[config.mk]
export PLATFORM = sky130hd
export DESIGN_NAME = srecord_loader
export DESIGN_NICKNAME = d
export VERILOG_FILES = /design/src/hdl/srec_pkg.sv /design/src/hdl/srecord_loader.sv
export SDC_FILE = /design/constraint.sdc
export NUM_CORES = 2
export LEC_CHECK = 0
export ABC_AREA = 1
export BUFFER_PORTS_ARGS = -buffer_cell sky130_fd_sc_hd__buf_4
export CAP_MARGIN = 20
export CORE_UTILIZATION = 31
export DETAILED_ROUTE_END_ITERATION = 16
export PLACE_DENSITY = 0.47
export SYNTH_ARGS = -nofsm -noshare
export SYNTH_HDL_FRONTEND = slang
export SYNTH_SLANG_ARGS = --single-unit
[constraint.sdc]
create_clock -name mclk -period 43.4 [get_ports mclk]
set_input_delay 2.17 -clock mclk [delete_from_list [all_inputs] [get_ports mclk]]
set_output_delay 2.17 -clock mclk [all_outputs]
set_load 0.05 [all_outputs]
[src/hdl/srec_pkg.sv]
// Constants, states and carriers shared by the record loader
package srec_pkg;

	// ----------------------------------------------------------------
	// Character codes
	// ----------------------------------------------------------------
	localparam logic [7:0] CH_S     = 8'h53;
	localparam logic [7:0] CH_0     = 8'h30;
	localparam logic [7:0] CH_9     = 8'h39;
	localparam logic [7:0] CH_UA    = 8'h41;
	localparam logic [7:0] CH_UF    = 8'h46;
	localparam logic [7:0] CH_LA    = 8'h61;
	localparam logic [7:0] CH_LF    = 8'h66;
	localparam logic [7:0] HEX_TEN  = 8'h0A;

	// ----------------------------------------------------------------
	// Record layout
	// ----------------------------------------------------------------
	localparam logic [3:0] TYPE_DATA  = 4'h1;
	localparam logic [3:0] TYPE_END   = 4'h9;
	localparam logic [7:0] IDX_LEN    = 8'h00;
	localparam logic [7:0] IDX_ADDR_H = 8'h01;
	localparam logic [7:0] IDX_ADDR_L = 8'h02;
	localparam logic [7:0] IDX_DATA   = 8'h03;
	localparam logic [7:0] MIN_LEN    = 8'h03;
	localparam logic [7:0] MAX_LEN    = 8'hFF;
	localparam int         DATA_DEPTH = 252;

	// ----------------------------------------------------------------
	// Types
	// ----------------------------------------------------------------
	typedef enum logic [2:0] {
		ST_IDLE,
		ST_HUNT,
		ST_TYPE,
		ST_HEX,
		ST_COMMIT,
		ST_WAIT_RD,
		ST_FLUSH
	} state_e;

	typedef struct packed {
		logic        write;
		logic [15:0] addr;
		logic [7:0]  data;
	} mem_cmd_s;

endpackage : srec_pkg

[src/hdl/srecord_loader.sv]
// Record loader: parses hex load records and writes or verifies memory
`timescale 1ns/100ps
module srecord_loader #(
	parameter int DEPTH = srec_pkg::DATA_DEPTH
) (
	// Clock and reset
	input  wire logic               mclk,
	input  wire logic               srst,
	// Control
	input  wire logic               load_start,
	input  wire logic               verify_mode,
	output logic                    busy,
	output logic                    done,
	output logic                    error,
	output logic [15:0]             entry_addr,
	// Character stream
	input  wire logic               char_valid,
	input  wire logic [7:0]         char_data,
	output logic                    char_ready,
	// Memory port
	output logic                    mem_valid,
	output srec_pkg::mem_cmd_s      mem_cmd,
	input  wire logic               mem_ready,
	input  wire logic               mem_rvalid,
	input  wire logic [7:0]         mem_rdata
);
	import srec_pkg::*;

	// ----------------------------------------------------------------
	// State
	// ----------------------------------------------------------------
	state_e      state;
	state_e      next_state;
	logic        have_hi;
	logic [3:0]  hi_nib;
	logic [7:0]  byte_idx;
	logic [7:0]  rec_len;
	logic [3:0]  rec_type;
	logic [7:0]  sum;
	logic [15:0] addr;
	logic        seen_s1;
	logic        vmode;
	logic [7:0]  cidx;
	logic [7:0]  rec_buf [0:DEPTH-1];
	logic        v1;
	mem_cmd_s    ent1;

	// ----------------------------------------------------------------
	// Character decode
	// ----------------------------------------------------------------
	wire       accept    = char_valid & char_ready;
	wire       is_dig    = (char_data >= CH_0) && (char_data <= CH_9);
	wire       is_up     = (char_data >= CH_UA) && (char_data <= CH_UF);
	wire       is_lo     = (char_data >= CH_LA) && (char_data <= CH_LF);
	wire       is_hex    = is_dig | is_up | is_lo;
	wire [7:0] dig_val   = char_data - CH_0;
	wire [7:0] up_val    = char_data - CH_UA + HEX_TEN;
	wire [7:0] lo_val    = char_data - CH_LA + HEX_TEN;
	wire [3:0] nib       = is_dig ? dig_val[3:0] : (is_up ? up_val[3:0] : lo_val[3:0]);
	wire       hex_acc   = accept && (state == ST_HEX) && is_hex;
	wire       bad_char  = accept && (state == ST_HEX) && !is_hex;
	wire       byte_done = hex_acc & have_hi;
	wire [7:0] new_byte  = {hi_nib, nib};
	wire       is_len    = byte_idx == IDX_LEN;
	wire       last_byte = byte_done && !is_len && (byte_idx == rec_len);
	wire [7:0] sum_next  = is_len ? new_byte : 8'(sum + new_byte);
	wire       chk_ok    = (~sum) == new_byte;
	// Records longer than the buffer are refused rather than split
	wire [7:0] len_data  = 8'(new_byte - MIN_LEN);
	wire       bad_len   = byte_done && is_len &&
	                       ((new_byte < MIN_LEN) || (32'(len_data) > DEPTH));
	wire       bad_chk   = last_byte & !chk_ok;
	wire       good_rec  = last_byte & chk_ok;
	wire [7:0] ndata     = 8'(rec_len - MIN_LEN);
	wire [7:0] bidx      = 8'(byte_idx - IDX_DATA);
	wire       is_data   = byte_done && (byte_idx >= IDX_DATA) && !last_byte;
	wire [3:0] type_dig  = dig_val[3:0];
	wire       type_take = is_dig && ((type_dig == TYPE_DATA) ||
	                       ((type_dig == TYPE_END) && seen_s1));

	// ----------------------------------------------------------------
	// Commit path and two-entry buffer
	// ----------------------------------------------------------------
	wire        in_ready  = !v1;
	wire        in_push   = (state == ST_COMMIT) & in_ready;
	wire        pop       = mem_valid & mem_ready;
	wire        last_cmit = (8'(cidx + 8'h01) == ndata);
	wire [7:0]  exp_byte  = rec_buf[cidx];
	wire        mismatch  = (state == ST_WAIT_RD) & mem_rvalid & (mem_rdata != exp_byte);
	wire        err_evt   = bad_char | bad_len | bad_chk | mismatch;
	mem_cmd_s   in_cmd;
	assign in_cmd.write = !vmode;
	assign in_cmd.addr  = 16'(addr + {8'h00, cidx});
	assign in_cmd.data  = exp_byte;

	// ----------------------------------------------------------------
	// Next state
	// ----------------------------------------------------------------
	always_comb
	begin
		next_state = state;
		case (state)
			ST_IDLE:
				next_state = ST_IDLE;
			ST_HUNT:
				// Terminators and leading fields are simply not the start char
				if (accept && char_data == CH_S)
					next_state = ST_TYPE;
			ST_TYPE:
				if (accept)
					next_state = type_take ? ST_HEX : ST_HUNT;
			ST_HEX:
				if (bad_char || bad_len || bad_chk)
					next_state = ST_HUNT;
				else if (good_rec && rec_type == TYPE_END)
					next_state = ST_FLUSH;
				else if (good_rec)
					next_state = (ndata == 8'h00) ? ST_HUNT : ST_COMMIT;
			ST_COMMIT:
				if (in_push)
					next_state = vmode ? ST_WAIT_RD : (last_cmit ? ST_HUNT : ST_COMMIT);
			ST_WAIT_RD:
				// One read in flight: verify runs at memory latency, but order is trivial
				if (mismatch)
					next_state = ST_HUNT;
				else if (mem_rvalid)
					next_state = last_cmit ? ST_HUNT : ST_COMMIT;
			ST_FLUSH:
				// Done only once every queued write has left the buffer
				if (!mem_valid && !v1)
					next_state = ST_IDLE;
			default:
				next_state = ST_IDLE;
		endcase
		if (load_start)
			next_state = ST_HUNT;
	end

	wire next_char_ready = (next_state == ST_HUNT) || (next_state == ST_TYPE) ||
	                       (next_state == ST_HEX);
	wire done_evt        = (state == ST_FLUSH) && (next_state == ST_IDLE);

	// ----------------------------------------------------------------
	// Sequencing registers
	// ----------------------------------------------------------------
	always_ff @(posedge mclk)
	begin
		if (srst)
		begin
			state      <= ST_IDLE;
			char_ready <= 1'b0;
			busy       <= 1'b0;
			done       <= 1'b0;
		end
		else
		begin
			state      <= next_state;
			char_ready <= next_char_ready;
			busy       <= next_state != ST_IDLE;
			done       <= done_evt;
		end
	end

	// ----------------------------------------------------------------
	// Error and mode
	// ----------------------------------------------------------------
	// Error is sticky; a new error in the start cycle still shows
	always_ff @(posedge mclk)
	begin
		if (srst)
			error <= 1'b0;
		else
			error <= err_evt | (error & !load_start);
	end

	always_ff @(posedge mclk)
	begin
		if (srst)
		begin
			seen_s1 <= 1'b0;
			vmode   <= 1'b0;
		end
		else if (load_start)
		begin
			seen_s1 <= 1'b0;
			vmode   <= verify_mode;
		end
		else if (good_rec && rec_type == TYPE_DATA)
			seen_s1 <= 1'b1;
	end

	// ----------------------------------------------------------------
	// Field assembly
	// ----------------------------------------------------------------
	always_ff @(posedge mclk)
	begin
		if (srst)
		begin
			have_hi  <= 1'b0;
			hi_nib   <= 4'h0;
			byte_idx <= IDX_LEN;
			rec_type <= 4'h0;
		end
		else if (accept && state == ST_TYPE)
		begin
			rec_type <= type_dig;
			have_hi  <= 1'b0;
			byte_idx <= IDX_LEN;
		end
		else if (hex_acc)
		begin
			have_hi  <= !have_hi;
			hi_nib   <= nib;
			byte_idx <= have_hi ? 8'(byte_idx + 8'h01) : byte_idx;
		end
	end

	always_ff @(posedge mclk)
	begin
		if (srst)
		begin
			rec_len <= 8'h00;
			sum     <= 8'h00;
			addr    <= 16'h0000;
		end
		else if (byte_done)
		begin
			sum <= sum_next;
			if (is_len)
				rec_len <= new_byte;
			if (byte_idx == IDX_ADDR_H)
				addr[15:8] <= new_byte;
			if (byte_idx == IDX_ADDR_L)
				addr[7:0] <= new_byte;
		end
	end

	// ----------------------------------------------------------------
	// Record buffer and entry address
	// ----------------------------------------------------------------
	// Record bytes wait here until the checksum proves the record good
	// Nothing reaches memory from a record that later fails its checksum
	always_ff @(posedge mclk)
	begin
		if (is_data)
			rec_buf[bidx] <= new_byte;
	end

	always_ff @(posedge mclk)
	begin
		if (srst)
			entry_addr <= 16'h0000;
		else if (good_rec && rec_type == TYPE_END)
			entry_addr <= addr;
	end

	// Write mode counts pushes, verify mode counts answers
	always_ff @(posedge mclk)
	begin
		if (srst || state == ST_HEX)
			cidx <= 8'h00;
		else if ((in_push && !vmode) || (state == ST_WAIT_RD && mem_rvalid))
			cidx <= 8'(cidx + 8'h01);
	end

	// ----------------------------------------------------------------
	// Two-entry buffer; head entry drives the memory port directly
	// ----------------------------------------------------------------
	always_ff @(posedge mclk)
	begin
		if (srst)
		begin
			mem_valid <= 1'b0;
			v1        <= 1'b0;
		end
		else if (pop)
		begin
			mem_valid <= v1 | in_push;
			v1        <= 1'b0;
		end
		else if (in_push)
		begin
			mem_valid <= 1'b1;
			v1        <= mem_valid;
		end
	end

	always_ff @(posedge mclk)
	begin
		if (srst)
		begin
			mem_cmd <= '0;
			ent1    <= '0;
		end
		else if (pop)
			mem_cmd <= v1 ? ent1 : in_cmd;
		else if (in_push && !mem_valid)
			mem_cmd <= in_cmd;
		else if (in_push)
			ent1 <= in_cmd;
	end

endmodule : srecord_loader

Word-level counts from Yosys, hierarchy flattened --
Memories as Yosys holds them, arrays and structs flattened. A register that Yosys moved wholly into a read port is not among the register bits. Index checks and enable logic that the tools add are counted.
Operators by class: add/subtract/negate cells 12, $lt $le $gt $ge 9, eq/ne operators 20, muxes and demuxes 27, bitwise operators 20, reduce and logical (&&, ||, !) cells 55
Operators with widths (number):
- $mux 25 | 3
- $mux 3 | 13
- $eq 8x8->1 | 3
- $mux 8 | 3
- $sub 8x2->8 const B | 3
- $logic_and 1x1->1 | 23
- $pmux 3 s6 | 1
- $add 16x8->16 | 1
- $add 8x1->8 const B | 2
- $ge 8x7->1 const B | 2
- $le 8x7->1 const B | 2
- $logic_not 8->1 | 2
- $eq 3x2->1 const B | 4
- $sub 4x1->4 const B | 3
- $reduce_and 2->1 | 5
- $and 1x1->1 | 9
- $eq 3x3->1 const B | 3
- $logic_not 1->1 | 9
- $add 4x4->4 const B | 2
- $add 8x8->8 | 1
- $eq 4x1->1 const B | 2
- $eq 4x4->1 const B | 2
- $eq 8x1->1 const B | 1
- $eq 8x2->1 const B | 1
- 20 further kinds | 43
Word-level totals: register bits 134, bits in writable memories 2016, bits of input ports 23, output and inout port bits 46, memories 1
Memories:
- rec_buf | depth 252, bits a word 8, read ports 1, clocked after memory_dff 1, write ports 1, RTL line srecord_loader.sv:44 | logic [7:0] rec_buf [0:DEPTH-1];

Longest topological paths before layout --
word-level depth 17, mapped depth 26, depth with buffers taken out 23

Least setup slack after synthesis --
OpenSTA, ideal clock, no wires.
kind input port to flip-flop, start point input char_data[1], end point register sum[7], data arrival time 15.403 ns, data required time 43.319 ns, path slack 27.916 ns, stages on the path 19, cells stage by stage inv_1 > ha_1 > inv_1 > o211ai_1 > nand2_2 > o21ai_0 > ha_1 > nand3_1 > nand2_1 > a21oi_1 > inv_1 > a21oi_1 > nor2_1 > nor2_1 > nor2_1 > nor2_1 > xor2_1 > nand2_1 > a31oi_1
On the way: cells in the longest elaborated chain, start to end 6, elaborated cells between the ends (all ways) 22, classes of those cells 6 x add/sub; 6 x order compare; 3 x mux; 3 x bitwise; 4 x reduce/logical
RTL lines:
- start: declaration | RTL line srecord_loader.sv:18 | input wire logic [7:0] char_data,
- $sub 4x1->4 (tied with other cells) | RTL line srecord_loader.sv:57, srecord_loader.sv:58
- $add 4x4->4 or $logic_and 1x1->1 (tied branches) | RTL line srecord_loader.sv:57, srecord_loader.sv:58, srecord_loader.sv:53
- $mux 4 | RTL line srecord_loader.sv:59 | wire [3:0] nib = is_dig ? dig_val[3:0] : (is_up ? up_val[3:0] : lo_val[3:0]);
- $mux 4 * | RTL line srecord_loader.sv:59
- named net nib[1] | RTL line srecord_loader.sv:59
- $add 8x8->8 * | RTL line srecord_loader.sv:66 | wire [7:0] sum_next = is_len ? new_byte : 8'(sum + new_byte);
- $mux 8 * | RTL line srecord_loader.sv:66
- end signal: assignment | RTL line srecord_loader.sv:228 | sum <= sum_next;
- end: declaration | RTL line srecord_loader.sv:39 | logic [7:0] sum;
The timed path passes the listed nets; every way through them passes the cells marked *. A chain may end at the register's enable or synchronous reset.

==> flow_summary.rst <==
.. list-table::
   :header-rows: 1

   * - Metric
     - Value
   * - Path type of the worst min-delay path
     - reg2reg
   * - Iteration-0 DRC count of the detailed router
     - 6043
   * - Later-pin clock latency in the skew report
     - 0.88 ns
   * - Average wire per standard cell
     - 23.46 µm
   * - Transition time at the pin with the least slew margin
     - 1.166 ns
   * - Final-report hold violation count
     - 0
   * - Quantity of gates resized following cts
     - 0
   * - EDFF count, synth
     - 2016
   * - Antenna violations before repair
     - 9
   * - Vias in the first global route
     - 58.92k
   * - Synthesized-area fraction occupied by ao, oa, aoi and oai cells
     - 2.009%
   * - Most instantiated flip-flop cell in the synthesis netlist
     - sky130_fd_sc_hd__edfxtp_1
   * - Async SR Flop Fraction
     - 0%
   * - Instance count after placement with tap cells included
     - 11.35k
   * - Leak
     - 0.03434 µW
   * - H-tree level count
     - 4
   * - Clock Pin Slew Worst Setup and Hold Paths
     - 0.06 ns
   * - Largest fanout on the critical path
     - 193
   * - Area post-placement
     - 0.09323 mm²
   * - Chip height
     - 540.3 µm
   * - Wire length of the first global-routing pass
     - 403.9 mm
   * - Avg Vias per Cell
     - 5.083
   * - Routed Wire Length
     - 276.2 mm
   * - Minimum period implied by the final worst setup slack
     - 5.717 ns
   * - Buffers inserted by post-CTS timing repair
     - 0
   * - Post-route cell area
     - 0.1007 mm²
   * - Peak clock frequency supported by timing
     - 174.9 MHz
   * - Post-synthesis adder-cell area fraction
     - 0.4346%
   * - Rows
     - 197
   * - Worst Hold Depth
     - 1
   * - Setup Total Neg Slack
     - 0 ns
   * - Period Utilization, post-route
     - 13.17%
   * - Total power
     - 4319 µW
   * - Worst Setup Slack post-DPL
     - 36.81 ns
   * - Power per cell area
     - 42.88 mW/mm²
   * - Cell area after technology mapping
     - 0.08982 mm²
   * - Post-DP HPWL
     - 159.0 mm
   * - Average cell area after synthesis
     - 11.35 µm²
   * - Total of buffers placed on input and output ports
     - 68
   * - Crit. End Element
     - register
   * - Largest buffer count on any clock path
     - 4
   * - Library cells used by synthesis
     - 49
   * - Total CTS buffers
     - 233
   * - Full die area
     - 0.2919 mm²
   * - Post-CTS Hold Buffers
     - 0
   * - Final standard cell count with taps included and fillers excluded
     - 11.77k
   * - Core region area
     - 0.2881 mm²
   * - Unrepaired setup endpoints after global routing
     - false
   * - Simple-gate share of the synthesized area
     - 22.54%
   * - Cell count after synthesis
     - 7912
   * - Global Route Usage Sum
     - 18.52%
   * - Type of the worst setup path
     - reg2reg
   * - I/O pin count
     - 69
   * - Setup skew after layout
     - 0.09821 ns
   * - Pin count of the biggest net entering global routing
     - 197
   * - Area growth from synthesis to final layout
     - 12.16%
   * - Count of nets after finishing
     - 7858
   * - Synth Register Bits
     - 2158
   * - Result of the run
     - finished clean
   * - Share of post-route cells with drive strength above 1
     - 7.263%
   * - Max-cap violations
     - 0
   * - Max_slew headroom
     - 22.00%
   * - Fraction of synthesized area in multiplexers
     - 0%
   * - Final worst-path setup slack
     - 37.68 ns
   * - Largest family of logic cells by synthesized area
     - simple AND/OR/NAND/NOR gates
   * - R2R depth
     - 22
   * - Number of design rule violations left after detail routing
     - 0
   * - Sequential-to-total area share from yosys stat
     - 70.57%
   * - Xor/xnor cell area share of the yosys netlist
     - 0.4973%
   * - Worst reg2reg path endpoint
     - done
   * - Clock sink count
     - 2158
   * - CTS tree
     - done
   * - CP Data Required Time
     - 44.22 ns
   * - Detailed-route via count
     - 59.85k
   * - Critical Path End
     - done
   * - Setup-failing EPs final
     - 0
   * - Final Max Slew Viols
     - 0
   * - Residual overflow from global routing
     - 0
   * - Setup slack of the most critical reg-to-reg path
     - 37.68 ns
   * - Starting density of the core
     - 31.17%
   * - Net Count, Synth
     - 7965
   * - Clock root cell
     - sky130_fd_sc_hd__clkbuf_16
   * - Final antenna-violating net count
     - 0
   * - Worst IR Drop VDD
     - 0.03907 mV
   * - Final GP Congestion
     - 0.8490
   * - Synth Warn #
     - 0
   * - Detailed Routing Iterations Pass 1
     - 6
   * - Arrival time worst endpoint
     - 6.54 ns
   * - Critical Path Start Type
     - register
   * - DIE WIDTH
     - 540.3 µm
[where the power goes]
group	internal, µW	switching [µW]
combinational	6.01	48.6
clock	1170	824
sequential	2270	0.215
[synth_stat cells, types with 30 or more instances]
cell                       count  share of area [%]
sky130_fd_sc_hd__buf_1        30               0.13
sky130_fd_sc_hd__edfxtp_1   2016                 67
sky130_fd_sc_hd__buf_6        40               0.50
sky130_fd_sc_hd__nand3_1    1924                 11
sky130_fd_sc_hd__dfxtp_1     142                3.2
sky130_fd_sc_hd__inv_1       139               0.58
sky130_fd_sc_hd__nor2_1      455                1.9
sky130_fd_sc_hd__nand2_1    2210                9.2
sky130_fd_sc_hd__xor2_1       42               0.41
sky130_fd_sc_hd__buf_2       271                1.5
sky130_fd_sc_hd__o21ai_0     158               0.88
sky130_fd_sc_hd__buf_4        82               0.69
sky130_fd_sc_hd__clkbuf_1     83               0.35
sky130_fd_sc_hd__a21oi_1     130               0.72
[placed cells by master, fill, tap and decap left out, drive strengths merged]
cell type	Yosys	final
inv	150	156
o21a	1	1
nor2	459	459
xnor2	9	9
o21ai	166	166
nand3b	5	5
edfxtp	2016	2016
nor4	3	3
nand2	2232	2232
o211ai	18	18
clkinv	6	103
dfxtp	142	142
clkbuf	84	276
nand3	1925	1925
ha	28	28
nor3	26	26
buf	429	171
a211oi	4	4
nor3b	1	1
diode	0	7
or2	3	3
o21bai	1	1
xor2	42	42
bufinv	0	32
clkinvlp	0	5
a31oi	13	13
a2111oi	1	1
o22ai	1	1
fa	2	2
a21boi	2	2
nand4	11	11
a21oi	132	132
[metal layers]
metal | global-route usage (%) | share of wire (%) | vias up
met5 | 0 | 0.0036 | -
met4 | 6.021 | 3.3 | 2
met3 | 2.492 | 6.1 | 453
met2 | 29.99 | 46 | 2047
met1 | 25.59 | 44 | 29730
li1 | - | - | 27620
[final cells by class]
class / count / area (µm²)
fillers: 28320 / 187400
flip-flops and latches: 2158 / 63420
multi-input cells: 5085 / 23000
clock buffers: 276 / 6012
well taps: 3781 / 4731
clock inverters: 140 / 1484
repair buffers: 171 / 1454
inverters: 156 / 621.8
diodes: 7 / 17.52
[sequential cells by signal (all words and copies together) (netlist names), 3 cells and up, named ones only]
signal,flops
rec_buf,2016
ent1,25
mem_cmd,25
addr,16
entry_addr,16
byte_idx,8
cidx,8
rec_len,8
sum,8
hi_nib,4
rec_type,4
state,3
[worst min path at each step]
stage,from,end,slack (ns)
CTS,vmode,ent1[24],0.44
detailed placement,vmode,ent1[24],0.43
global placement,vmode,ent1[24],0.42
finish,vmode,ent1[24],0.43
global route,vmode,ent1[24],0.44
floorplan,vmode,ent1[24],0.42
[through the flow]
| stage | hold WS, ns | utilization (%) |
|---|---|---|
| 6_report | 0.4313 | 34.96 |
| 3_5_place_dp | 0.4308 | 32.35 |
| 4_1_cts | 0.4365 | 34.96 |
| 2_1_floorplan | 0.4158 | - |
| 5_1_grt | 0.4446 | 34.96 |
| 3_3_place_gp | 0.4238 | 32.33 |
[worst max-delay path: stages, from the launching register on]
cell,delay (ns)
sky130_fd_sc_hd__dfxtp_4,0.52
sky130_fd_sc_hd__inv_16,0.47
sky130_fd_sc_hd__buf_4,0.65
sky130_fd_sc_hd__buf_4,0.66
sky130_fd_sc_hd__buf_4,0.64
sky130_fd_sc_hd__o21ai_0,0.19
sky130_fd_sc_hd__nand3_1,0.11
sky130_fd_sc_hd__nand3_1,0.16
sky130_fd_sc_hd__nand3_1,0.14
sky130_fd_sc_hd__nand3_1,0.16
sky130_fd_sc_hd__nand3_1,0.21
sky130_fd_sc_hd__nand3_1,0.32
sky130_fd_sc_hd__nand2_1,0.28
sky130_fd_sc_hd__nand2_1,0.07
sky130_fd_sc_hd__nand2_1,0.06
sky130_fd_sc_hd__nand2_1,0.05
sky130_fd_sc_hd__nor2_1,0.08
sky130_fd_sc_hd__nand2_1,0.16
sky130_fd_sc_hd__nand2_1,0.17
sky130_fd_sc_hd__nand3_1,0.12
sky130_fd_sc_hd__nor2_2,0.14
sky130_fd_sc_hd__nand2_1,0.07
sky130_fd_sc_hd__nor2_1,0.09
[kinds of logic (layout without fill, tap and decap cells)]
family / after synthesis / after routing
DFF: 2158 / 2158
and+or+nand+nor: 4665 / 4665
AOI/OAI and AO/OA: 339 / 339
xor gates and xnor gates: 51 / 51
adders and majority gates: 30 / 30
other: 0 / 7
buffers and inverters: 669 / 743
No activity file was read; power rests on OpenSTA's default activity.
